`config.mk`:
```
export PLATFORM = sky130hd
export DESIGN_NAME = trace_port_output_unit
export DESIGN_NICKNAME = d
export VERILOG_FILES = /design/src/tpu_pkg.sv /design/src/stream_if.sv /design/src/trace_skid_buffer.sv /design/src/trace_port_output_unit.sv
export VERILOG_INCLUDE_DIRS = /design/src
export SDC_FILE = /design/constraint.sdc
export NUM_CORES = 1
export LEC_CHECK = 0
export ABC_AREA = 1
export BUFFER_PORTS_ARGS = -buffer_cell sky130_fd_sc_hd__buf_2
export CORE_ASPECT_RATIO = 0.75
export CORE_UTILIZATION = 35
export CTS_CLUSTER_DIAMETER = 200
export DETAILED_ROUTE_END_ITERATION = 6
export HOLD_SLACK_MARGIN = 0.1
export PLACE_DENSITY = 0.52
export SYNTH_ARGS = -nofsm -noshare
export SYNTH_HDL_FRONTEND = slang
export SYNTH_SLANG_ARGS = --single-unit
```
`constraint.sdc`:
```
create_clock -name clk -period 3.4 [get_ports clk]
set_input_delay 0.17 -clock clk [delete_from_list [all_inputs] [get_ports clk]]
set_output_delay 0.17 -clock clk [all_outputs]
set_load 0.02 [all_outputs]
```
`src/tpu_defs.svh`:
```
// offsets, field positions, reset values and sequence counts of the trace port unit
// assumes a 12-bit apb byte address and an 8-bit trace port
`ifndef TPU_DEFS_SVH
`define TPU_DEFS_SVH

`define TPU_CTRL_OFS      12'h000
`define TPU_STATUS_OFS    12'h004
`define TPU_SYNC_OFS      12'h008
`define TPU_PAT_CTRL_OFS  12'h00c
`define TPU_PAT_LEN_OFS   12'h010

`define CTRL_FMT_EN       0
`define CTRL_CONT         1
`define CTRL_HALT_FL      4
`define CTRL_MAN_FL       5
`define STAT_FLUSHING     0
`define STAT_HALTED       1
`define PAT_EN            0
`define PAT_TIMED         1

`define PAT_CNT_W         16
`define SYNC_CNT_W        12
`define PAT_LEN_RST       16'h0040
`define SYNC_FRAMES_RST   12'h0040
`define FMT_EN_RST        1'b0

`define SYNC_LAST_IDX     2'h3
`define FRAME_LAST_IDX    4'hf
`define SYNC_FILL         8'hff
`define SYNC_TAIL         8'h7f
`define FRAME_HDR         8'ha5
`define PAD_BYTE          8'h00
`define PAT_SEED          8'h01

`endif

```
`src/tpu_pkg.sv`:
```
// types of the trace port unit: formatter states and the state record
// assumes tpu_defs.svh is on the include path
package tpu_pkg;
  `include "tpu_defs.svh"

  typedef enum logic [2:0] {
    ST_PATTERN = 3'b000,
    ST_SYNC    = 3'b001,
    ST_HEADER  = 3'b010,
    ST_DATA    = 3'b011,
    ST_STOPPED = 3'b100
  } fmt_state_e;

  typedef struct packed {
    fmt_state_e              st;
    logic                    fmt_en;
    logic                    cont;
    logic                    halt_fl;
    logic                    flush_req;
    logic                    halted;
    logic                    pat_en;
    logic                    pat_timed;
    logic [`PAT_CNT_W-1:0]   pat_len;
    logic [`PAT_CNT_W-1:0]   pat_cnt;
    logic [`SYNC_CNT_W-1:0]  sync_frames;
    logic [`SYNC_CNT_W-1:0]  frame_cnt;
    logic [3:0]              byte_cnt;
    logic [1:0]              sync_idx;
    logic [7:0]              pat_word;
    logic [7:0]              out_data;
    logic                    out_valid;
    logic [31:0]             prdata;
    logic                    pslverr;
  } tpu_s;
endpackage : tpu_pkg

```
`src/stream_if.sv`:
```
// valid/ready word stream between the trace unit and its buffer
// assumes both ends run on the same clock
`timescale 1ns/10ps
interface stream_if #(parameter int W = 8) ();
  logic         valid;
  logic         ready;
  logic [W-1:0] data;
  modport src (output valid, output data, input ready);
  modport snk (input valid, input data, output ready);
endinterface : stream_if

```
`src/trace_skid_buffer.sv`:
```
// small fifo with valid/ready on both sides, full stalls the filling side
// assumes one clock and asynchronous active-low reset
`timescale 1ns/10ps
module trace_skid_buffer #(
  parameter int WIDTH = 8,
  parameter int DEPTH = 2
) (
  input  wire logic clk,
  input  wire logic arst_n,
  stream_if.snk     in_s,
  stream_if.src     out_s
);
  localparam int AW = (DEPTH > 1) ? $clog2(DEPTH) : 1;
  localparam int CW = $clog2(DEPTH + 1);

  typedef struct packed {
    logic [DEPTH-1:0][WIDTH-1:0] mem;
    logic [AW-1:0]               wr;
    logic [AW-1:0]               rd;
    logic [CW-1:0]               cnt;
  } buf_s;

  buf_s r;
  buf_s next_r;
  logic push;
  logic pop;

  assign in_s.ready  = (r.cnt != CW'(DEPTH));
  assign out_s.valid = (r.cnt != '0);
  assign out_s.data  = r.mem[r.rd];
  assign push        = in_s.valid & in_s.ready;
  assign pop         = out_s.valid & out_s.ready;

  always_comb begin
    next_r = r;
    if (push) begin
      next_r.mem[r.wr] = in_s.data;
      next_r.wr        = (r.wr == AW'(DEPTH - 1)) ? '0 : r.wr + AW'(1);
    end
    if (pop) begin
      next_r.rd = (r.rd == AW'(DEPTH - 1)) ? '0 : r.rd + AW'(1);
    end
    if (push && !pop) begin
      next_r.cnt = r.cnt + CW'(1);
    end else if (pop && !push) begin
      next_r.cnt = r.cnt - CW'(1);
    end
  end

  always_ff @(posedge clk or negedge arst_n) begin
    if (!arst_n) begin
      r <= '0;
    end else begin
      r <= next_r;
    end
  end
endmodule : trace_skid_buffer

```
`src/trace_port_output_unit.sv`:
```
// trace port output unit: pattern generator, trace formatter, apb registers
// assumes apb master on clk, trace source on clk, analyzer samples every cycle
//
// Contract
// RULE1: timed pattern runs the programmed cycle count, then trace data resumes.
// RULE2: a sync sequence is sent between pattern end and trace data.
// RULE3: continuous bit at 0 is normal mode; post-pattern sync still required.
// RULE4: sync is inserted each time the programmed frame count is sent.
// RULE5: formatter enable at 1 wraps trace data into frames.
// RULE6: timed pattern enable at 1 runs the pattern for its duration only.
// RULE7: trace input arriving during the pattern is discarded, not buffered.
// RULE8: halt-after-flush plus manual flush flush pending data then stop formatter.
// RULE9: halted flag reads 1 once stopping completes; software polls it.
// RULE10: re-enabling the formatter sends sync before formatted data resumes.
// RULE11: halted flag clears when software re-enables the formatter.
//
// The register addresses and the APB slave port were left to the implementer.
`timescale 1ns/10ps
module trace_port_output_unit
  import tpu_pkg::*;
#(
  parameter int BUF_DEPTH = 2
) (
  input  wire logic        clk,
  input  wire logic        arst_n,
  input  wire logic        psel,
  input  wire logic        penable,
  input  wire logic        pwrite,
  input  wire logic [11:0] paddr,
  input  wire logic [31:0] pwdata,
  output      logic [31:0] prdata,
  output      logic        pready,
  output      logic        pslverr,
  input  wire logic        trace_valid,
  input  wire logic [7:0]  trace_data,
  output      logic        trace_ready,
  output      logic [7:0]  trace_port_data,
  output      logic        trace_port_valid
);
  `include "tpu_defs.svh"

  ////////////////////////////////////////////////////////////////////////////
  // input buffer
  stream_if #(.W(8)) in_if ();
  stream_if #(.W(8)) out_if ();

  tpu_s r;
  tpu_s next_r;
  logic wr_en;
  logic setup;
  logic bypass;

  assign bypass       = (r.st == ST_PATTERN);
  assign in_if.valid  = trace_valid & ~bypass;                // [RULE7]
  assign in_if.data   = trace_data;
  assign trace_ready  = bypass | in_if.ready;                 // [RULE7]
  assign out_if.ready = (r.st == ST_DATA) | bypass;

  trace_skid_buffer #(
    .WIDTH (8),
    .DEPTH (BUF_DEPTH)
  ) u_buf (
    .clk    (clk),
    .arst_n (arst_n),
    .in_s   (in_if),
    .out_s  (out_if)
  );

  ////////////////////////////////////////////////////////////////////////////
  // apb handshake and outputs
  assign setup            = psel & ~penable;
  assign wr_en            = psel & penable & pwrite;
  assign pready           = psel & penable;
  assign prdata           = r.prdata;
  assign pslverr          = pready & r.pslverr;
  assign trace_port_data  = r.out_data;
  assign trace_port_valid = r.out_valid;

  ////////////////////////////////////////////////////////////////////////////
  // formatter, pattern generator and registers
  always_comb begin
    next_r           = r;
    next_r.out_valid = 1'b0;
    next_r.out_data  = `PAD_BYTE;
    case (r.st)
      ST_PATTERN: begin
        next_r.out_valid = 1'b1;
        next_r.out_data  = r.pat_word;
        next_r.pat_word  = {r.pat_word[6:0], r.pat_word[7]};
        if (r.pat_timed) begin                                // [RULE6]
          next_r.pat_cnt = r.pat_cnt + `PAT_CNT_W'(1);
          if (r.pat_cnt == r.pat_len - `PAT_CNT_W'(1)) begin  // [RULE1]
            next_r.pat_en   = 1'b0;
            next_r.st       = ST_SYNC;                         // [RULE2] [RULE3]
            next_r.sync_idx = '0;
          end
        end else if (!r.pat_en) begin
          next_r.st       = ST_SYNC;                           // [RULE2]
          next_r.sync_idx = '0;
        end
      end
      ST_SYNC: begin
        next_r.out_valid = 1'b1;
        next_r.out_data  = (r.sync_idx == `SYNC_LAST_IDX) ? `SYNC_TAIL : `SYNC_FILL;
        next_r.sync_idx  = r.sync_idx + 2'h1;
        if (r.sync_idx == `SYNC_LAST_IDX) begin
          next_r.frame_cnt = '0;
          next_r.byte_cnt  = '0;
          next_r.st        = r.fmt_en ? ST_HEADER : ST_DATA;   // [RULE5]
        end
      end
      ST_HEADER: begin
        if (r.flush_req && !out_if.valid) begin
          next_r.st = ST_DATA;
        end else begin
          next_r.out_valid = 1'b1;
          next_r.out_data  = `FRAME_HDR;                       // [RULE5]
          next_r.byte_cnt  = 4'h1;
          next_r.st        = ST_DATA;
        end
      end
      ST_DATA: begin
        if (out_if.valid || (r.flush_req && r.fmt_en && r.byte_cnt != 4'h0)) begin
          next_r.out_valid = 1'b1;
          next_r.out_data  = out_if.valid ? out_if.data : `PAD_BYTE;
          if (r.fmt_en) begin
            next_r.byte_cnt = r.byte_cnt + 4'h1;
            if (r.byte_cnt == `FRAME_LAST_IDX) begin
              next_r.byte_cnt  = '0;
              next_r.frame_cnt = r.frame_cnt + `SYNC_CNT_W'(1);
              next_r.st        = ST_HEADER;
              if (r.sync_frames != '0 &&
                  r.frame_cnt + `SYNC_CNT_W'(1) >= r.sync_frames) begin
                next_r.st       = ST_SYNC;                     // [RULE4]
                next_r.sync_idx = '0;
              end
            end
          end
        end else if (r.flush_req) begin
          next_r.flush_req = 1'b0;                             // [RULE8]
          if (r.halt_fl) begin
            next_r.st     = ST_STOPPED;                        // [RULE8]
            next_r.fmt_en = 1'b0;
            next_r.halted = 1'b1;                              // [RULE9]
          end
        end
      end
      ST_STOPPED: begin
        next_r.out_valid = 1'b0;
      end
      default: begin
        next_r.st = ST_STOPPED;
      end
    endcase

    // pattern start takes over the port from any running state that is not stopping in this cycle
    if (r.pat_en && r.st != ST_PATTERN && r.st != ST_STOPPED &&
        next_r.st != ST_STOPPED) begin
      next_r.st       = ST_PATTERN;
      next_r.pat_cnt  = '0;
      next_r.pat_word = `PAT_SEED;
    end

    // register writes after the state machine, so a write wins over a state machine update in the same cycle
    if (wr_en) begin
      if (paddr == `TPU_CTRL_OFS) begin
        next_r.cont    = pwdata[`CTRL_CONT];                   // [RULE3]
        next_r.halt_fl = pwdata[`CTRL_HALT_FL];
        if (pwdata[`CTRL_MAN_FL]) begin
          next_r.flush_req = 1'b1;                             // [RULE8]
        end
        if (pwdata[`CTRL_FMT_EN] && !next_r.fmt_en) begin
          next_r.halted = 1'b0;                                // [RULE11]
          if (next_r.st != ST_PATTERN) begin
            next_r.st       = ST_SYNC;                         // [RULE10]
            next_r.sync_idx = '0;
          end
        end
        next_r.fmt_en = pwdata[`CTRL_FMT_EN];
      end else if (paddr == `TPU_SYNC_OFS) begin
        next_r.sync_frames = pwdata[`SYNC_CNT_W-1:0];
      end else if (paddr == `TPU_PAT_CTRL_OFS) begin
        next_r.pat_en    = pwdata[`PAT_EN];
        next_r.pat_timed = pwdata[`PAT_TIMED];
      end else if (paddr == `TPU_PAT_LEN_OFS) begin
        next_r.pat_len = pwdata[`PAT_CNT_W-1:0];
      end
    end

    // read data and error captured in the setup cycle
    if (setup) begin
      next_r.prdata  = '0;
      next_r.pslverr = 1'b0;
      if (paddr == `TPU_CTRL_OFS) begin
        next_r.prdata[`CTRL_FMT_EN]  = r.fmt_en;
        next_r.prdata[`CTRL_CONT]    = r.cont;
        next_r.prdata[`CTRL_HALT_FL] = r.halt_fl;
        next_r.prdata[`CTRL_MAN_FL]  = r.flush_req;
      end else if (paddr == `TPU_STATUS_OFS) begin
        next_r.prdata[`STAT_FLUSHING] = r.flush_req;
        next_r.prdata[`STAT_HALTED]   = r.halted;          // [RULE9]
      end else if (paddr == `TPU_SYNC_OFS) begin
        next_r.prdata[`SYNC_CNT_W-1:0] = r.sync_frames;
      end else if (paddr == `TPU_PAT_CTRL_OFS) begin
        next_r.prdata[`PAT_EN]    = r.pat_en;
        next_r.prdata[`PAT_TIMED] = r.pat_timed;
      end else if (paddr == `TPU_PAT_LEN_OFS) begin
        next_r.prdata[`PAT_CNT_W-1:0] = r.pat_len;
      end else begin
        next_r.pslverr = 1'b1;
      end
    end
  end

  always_ff @(posedge clk or negedge arst_n) begin
    if (!arst_n) begin
      r             <= '0;
      r.st          <= ST_DATA;
      r.fmt_en      <= `FMT_EN_RST;
      r.pat_len     <= `PAT_LEN_RST;
      r.sync_frames <= `SYNC_FRAMES_RST;
      r.pat_word    <= `PAT_SEED;
    end else begin
      r <= next_r;
    end
  end
endmodule : trace_port_output_unit

```
==> results.md <==
- Area leader, netlist: dfrtp_1
- Drt pass-1 iters: 5
- YS warnings: 0
- Kind of cell adding the most delay to the critical path: simple AND/OR/NAND/NOR gates
- Layout Skew: 0.00757 ns
- Area Overhead vs Synth: 18.3%
- Net count reported at finish: 1113
- DRT antenna net count: 0
- Initial drt markers: 410
- Most used cell, CP: nand2_1
- CP Buf/Inv Count: 2
- Critical setup path kind: reg -> reg
- Initial antenna violation count: 0
- Number of buffers added on ports: 69
- Final setup margin: 0.322 ns
- Met2 Use GR: 0.257
- Place WS: 0.0809 ns
- Clk Latency, worst-skew pair: 0.43 ns
- Leakage dissipation: 0.00448 uW
- Worst Tran Pin Value: 0.970 ns
- Row Count: 45
- Overflow after GRT: 0
- CTS Sinks: 126
- Ports: 102
- Worst Setup End Kind: register
- Sw Ratio: 0.245
- Largest net degree at the start of global routing: 57
- Post-Synthesis Cells: 954
- Power density over the cells: 460 nW/um2
- CP max FO: 3
- GPL Wtd Cong: 0.830
- Gate power share: 0.108
- Ranking of synthesized cells by area: dfrtp_1, nand2_1, inv_1
- Vias in the first global route: 5896
- Critical path arrival: 3.42 ns
- # setup viols final: 0
- Final worst path period need: 3.08 ns
- Core region area: 20500 um2
- Die Ht: 128 um
- Reg power frac: 0.416
- Prevailing post-synth register cell: dfrtp_1
- DRC viols: 0
- Synth Register Bits: 126
- Status: finished clean
- Setup crit start kind: register
- Busiest metal layer after global routing: met1
- Routed WL: 18200 um
- Slew HR: 0.351
- Hold WC Path Type: in -> reg
- Final hold slack: 0.111 ns
- Period Utilization, post-route: 0.905
- CTS H-tree depth: 4
- CTS root buffer: clkbuf_16
- Gr usage total: 0.179
- Clock share of power: 0.476
- Crit-path cells: inv_1, nor2_4, nand4_1, nor4_4, nand3_1, xor2_1, inv_1, ha_1, nand2_1, nor2_2, nand2_1, nor2_1, nand2_1, nand4_1, nand3_2, nand2_1, o2111ai_1, nand2_1, nand3_1, a21oi_1
- Vias: 6220
- Final Hold Fails: 0
- Worst EP required: 3.74 ns
- FFs w/ async S/R, synth: 1.00
- NetSw: 990 uW
- Worst VDD drop: 0.362 mV
- Met3 Use GR: 0.0383
- Vias per inst: 4.67
- Cell Int Power: 3040 uW
- Max Slew Vio Count: 0
- Cts bufs inserted: 17
- Met1 Use GR: 0.267
- Share of post-route cells with drive strength above 1: 0.154
- Die width: 170 um
- Routed len/inst: 13.7 um
- First-pass GRT wire length: 30000 um
- # Max-Cap Violations: 0
- Clk buf depth: 2
- Mean Syn Cell Area: 7.76 um2
- Yosys cell types: 52
- Max Fclk: 0.325 GHz
- Post-synth EDFFs: 0
- Post-DP HPWL: 13800 um
- Initial Utilization: 0.361
- # diodes: 0
- Sequential area share after synthesis: 0.427
- Yosys top cell area share: 0.409
- Clock-pin slew on the worst setup and hold paths: 0.05 ns
- CTS tree: done
- Mapped Area: 7410 um2
- Slowest stage cell, crit path: dfrtp_1
- Max incr delay on CP: 0.35 ns
- Full die area: 21800 um2
[flip-flops by register name, indices dropped and copies added (netlist names)]
signal            cells
trace_port_data       8
prdata               16
u_buf.r              20
r                    81
trace_port_valid      1
[timing repair]
item	4_1_cts	5_1_grt
endpoints found under the setup margin	0	4
hold buffers	24	0
gates resized for setup	0	11
hold endpoints to repair	93	0
buffers inserted	0	1
[power groups by stage]
stage	Sequential (uW)	Combinational (uW)	Clock, uW
final	1680	436	1920
after global routing	1690	509	2010
after CTS	1680	443	1960
after detailed placement	1700	421	0
after global placement	1700	417	0
after floorplan	1690	310	0
[worst reg2reg max path, delay by kind of cell (launching register included)]
family | cells | cell delay (ns)
AND/OR/NAND/NOR | 14 | 1.79
buffers and inverters | 2 | 0.14
flip-flops | 1 | 0.35
XOR/XNOR | 1 | 0.19
adder cells (fa/ha/maj) | 1 | 0.29
AO/OA/AOI/OAI | 2 | 0.24
[per-layer routing]
metal,up-vias,share of wire
li1,3191,-
met4,0,0.011
met3,15,0.046
met5,-,0
met1,2885,0.53
met2,129,0.41
[final timing paths]
path,slack [ns],from,end,cells after the start
worst max register to register,0.32,r[57],r[51],20
worst max-delay path,0.32,r[57],r[51],20
worst min-delay path,0.11,pwdata[1],r[69],3
max in group asynchronous,2.22,arst_n,r[69],3
worst min register to register,0.47,prdata[14],prdata[14],2
min in group asynchronous,0.35,arst_n,r[77],2
[cell usage after synthesis (2+ instances only)]
cell type and n:
nor3b_2 2, buf_4 40, xor2_1 20, nor3b_1 5, o22a_1 2, dfstp_2 5
a32o_1 5, mux2_2 12, nor3_1 9, nor2_1 88, nor2_2 8, o22ai_1 15
a21oi_1 23, o2111ai_1 3, xnor2_1 2, nor4_1 5, clkbuf_1 11, nor2_4 2
nor3_4 4, inv_2 7, inv_1 154, o21ai_0 74, ha_1 19, nand2_1 208
nor3_2 3, nand3_1 57, a21boi_0 3, nand3b_1 5, dfrtp_1 121, nand4_1 20
[area by class of cell]
type                    count  area (um2)
well taps                 282         353
multi-input cells         629        3390
fillers                  2119       11700
repair buffers            100         641
flip-flops and latches    126        3160
clock inverters            11         165
clock buffers              21         450
inverters                 162         608
[placed cells by master, fill, tap and decap left out, drive strengths merged, types with 2 or more instances in the layout]
cell	netlist	layout
nand2	210	210
nand4	20	20
xor2	20	20
nor4	5	5
a21boi	3	3
nor3	16	16
clkinv	1	7
inv	161	161
o2111ai	3	3
buf	41	76
nand3b	5	5
clkbuf	11	21
ha	19	19
a31oi	2	2
nand3	58	58
bufinv	0	4
a32o	5	5
a21oi	25	25
dfstp	5	5
conb	1	16
or2	2	2
dfrtp	121	121
o21ai	75	75
xnor2	2	2
mux2	12	12
nor2	98	98
o22a	2	2
dlygate4sd3	0	24
o22ai	15	15
nor3b	7	7
[logic make-up (layout without fill, tap and decap cells)]
group,count (synthesis),count (layout),share of synthesized area
compound gates,138,138,0.109
flops,126,126,0.427
mux,13,13,0.0196
simple gates,421,421,0.257
xor+xnor,22,22,0.0260
buf+inv,214,294,0.129
other cells,1,16,0.000506
fa+ha+maj,19,19,0.0321
[per-stage QoR]
step	power (uW)	instance area [um2]	cells	TNS, ns	util
2_1_floorplan	2000	7460	969	0	-
3_3_place_gp	2120	7860	1274	0	0.384
3_5_place_dp	2120	7860	1274	0	0.384
4_1_cts	4080	8720	1330	0	0.425
5_1_grt	4220	8760	1331	-0.0265	0.428
6_report	4030	8760	1331	0	0.428
(Power assumes the default switching activity.)
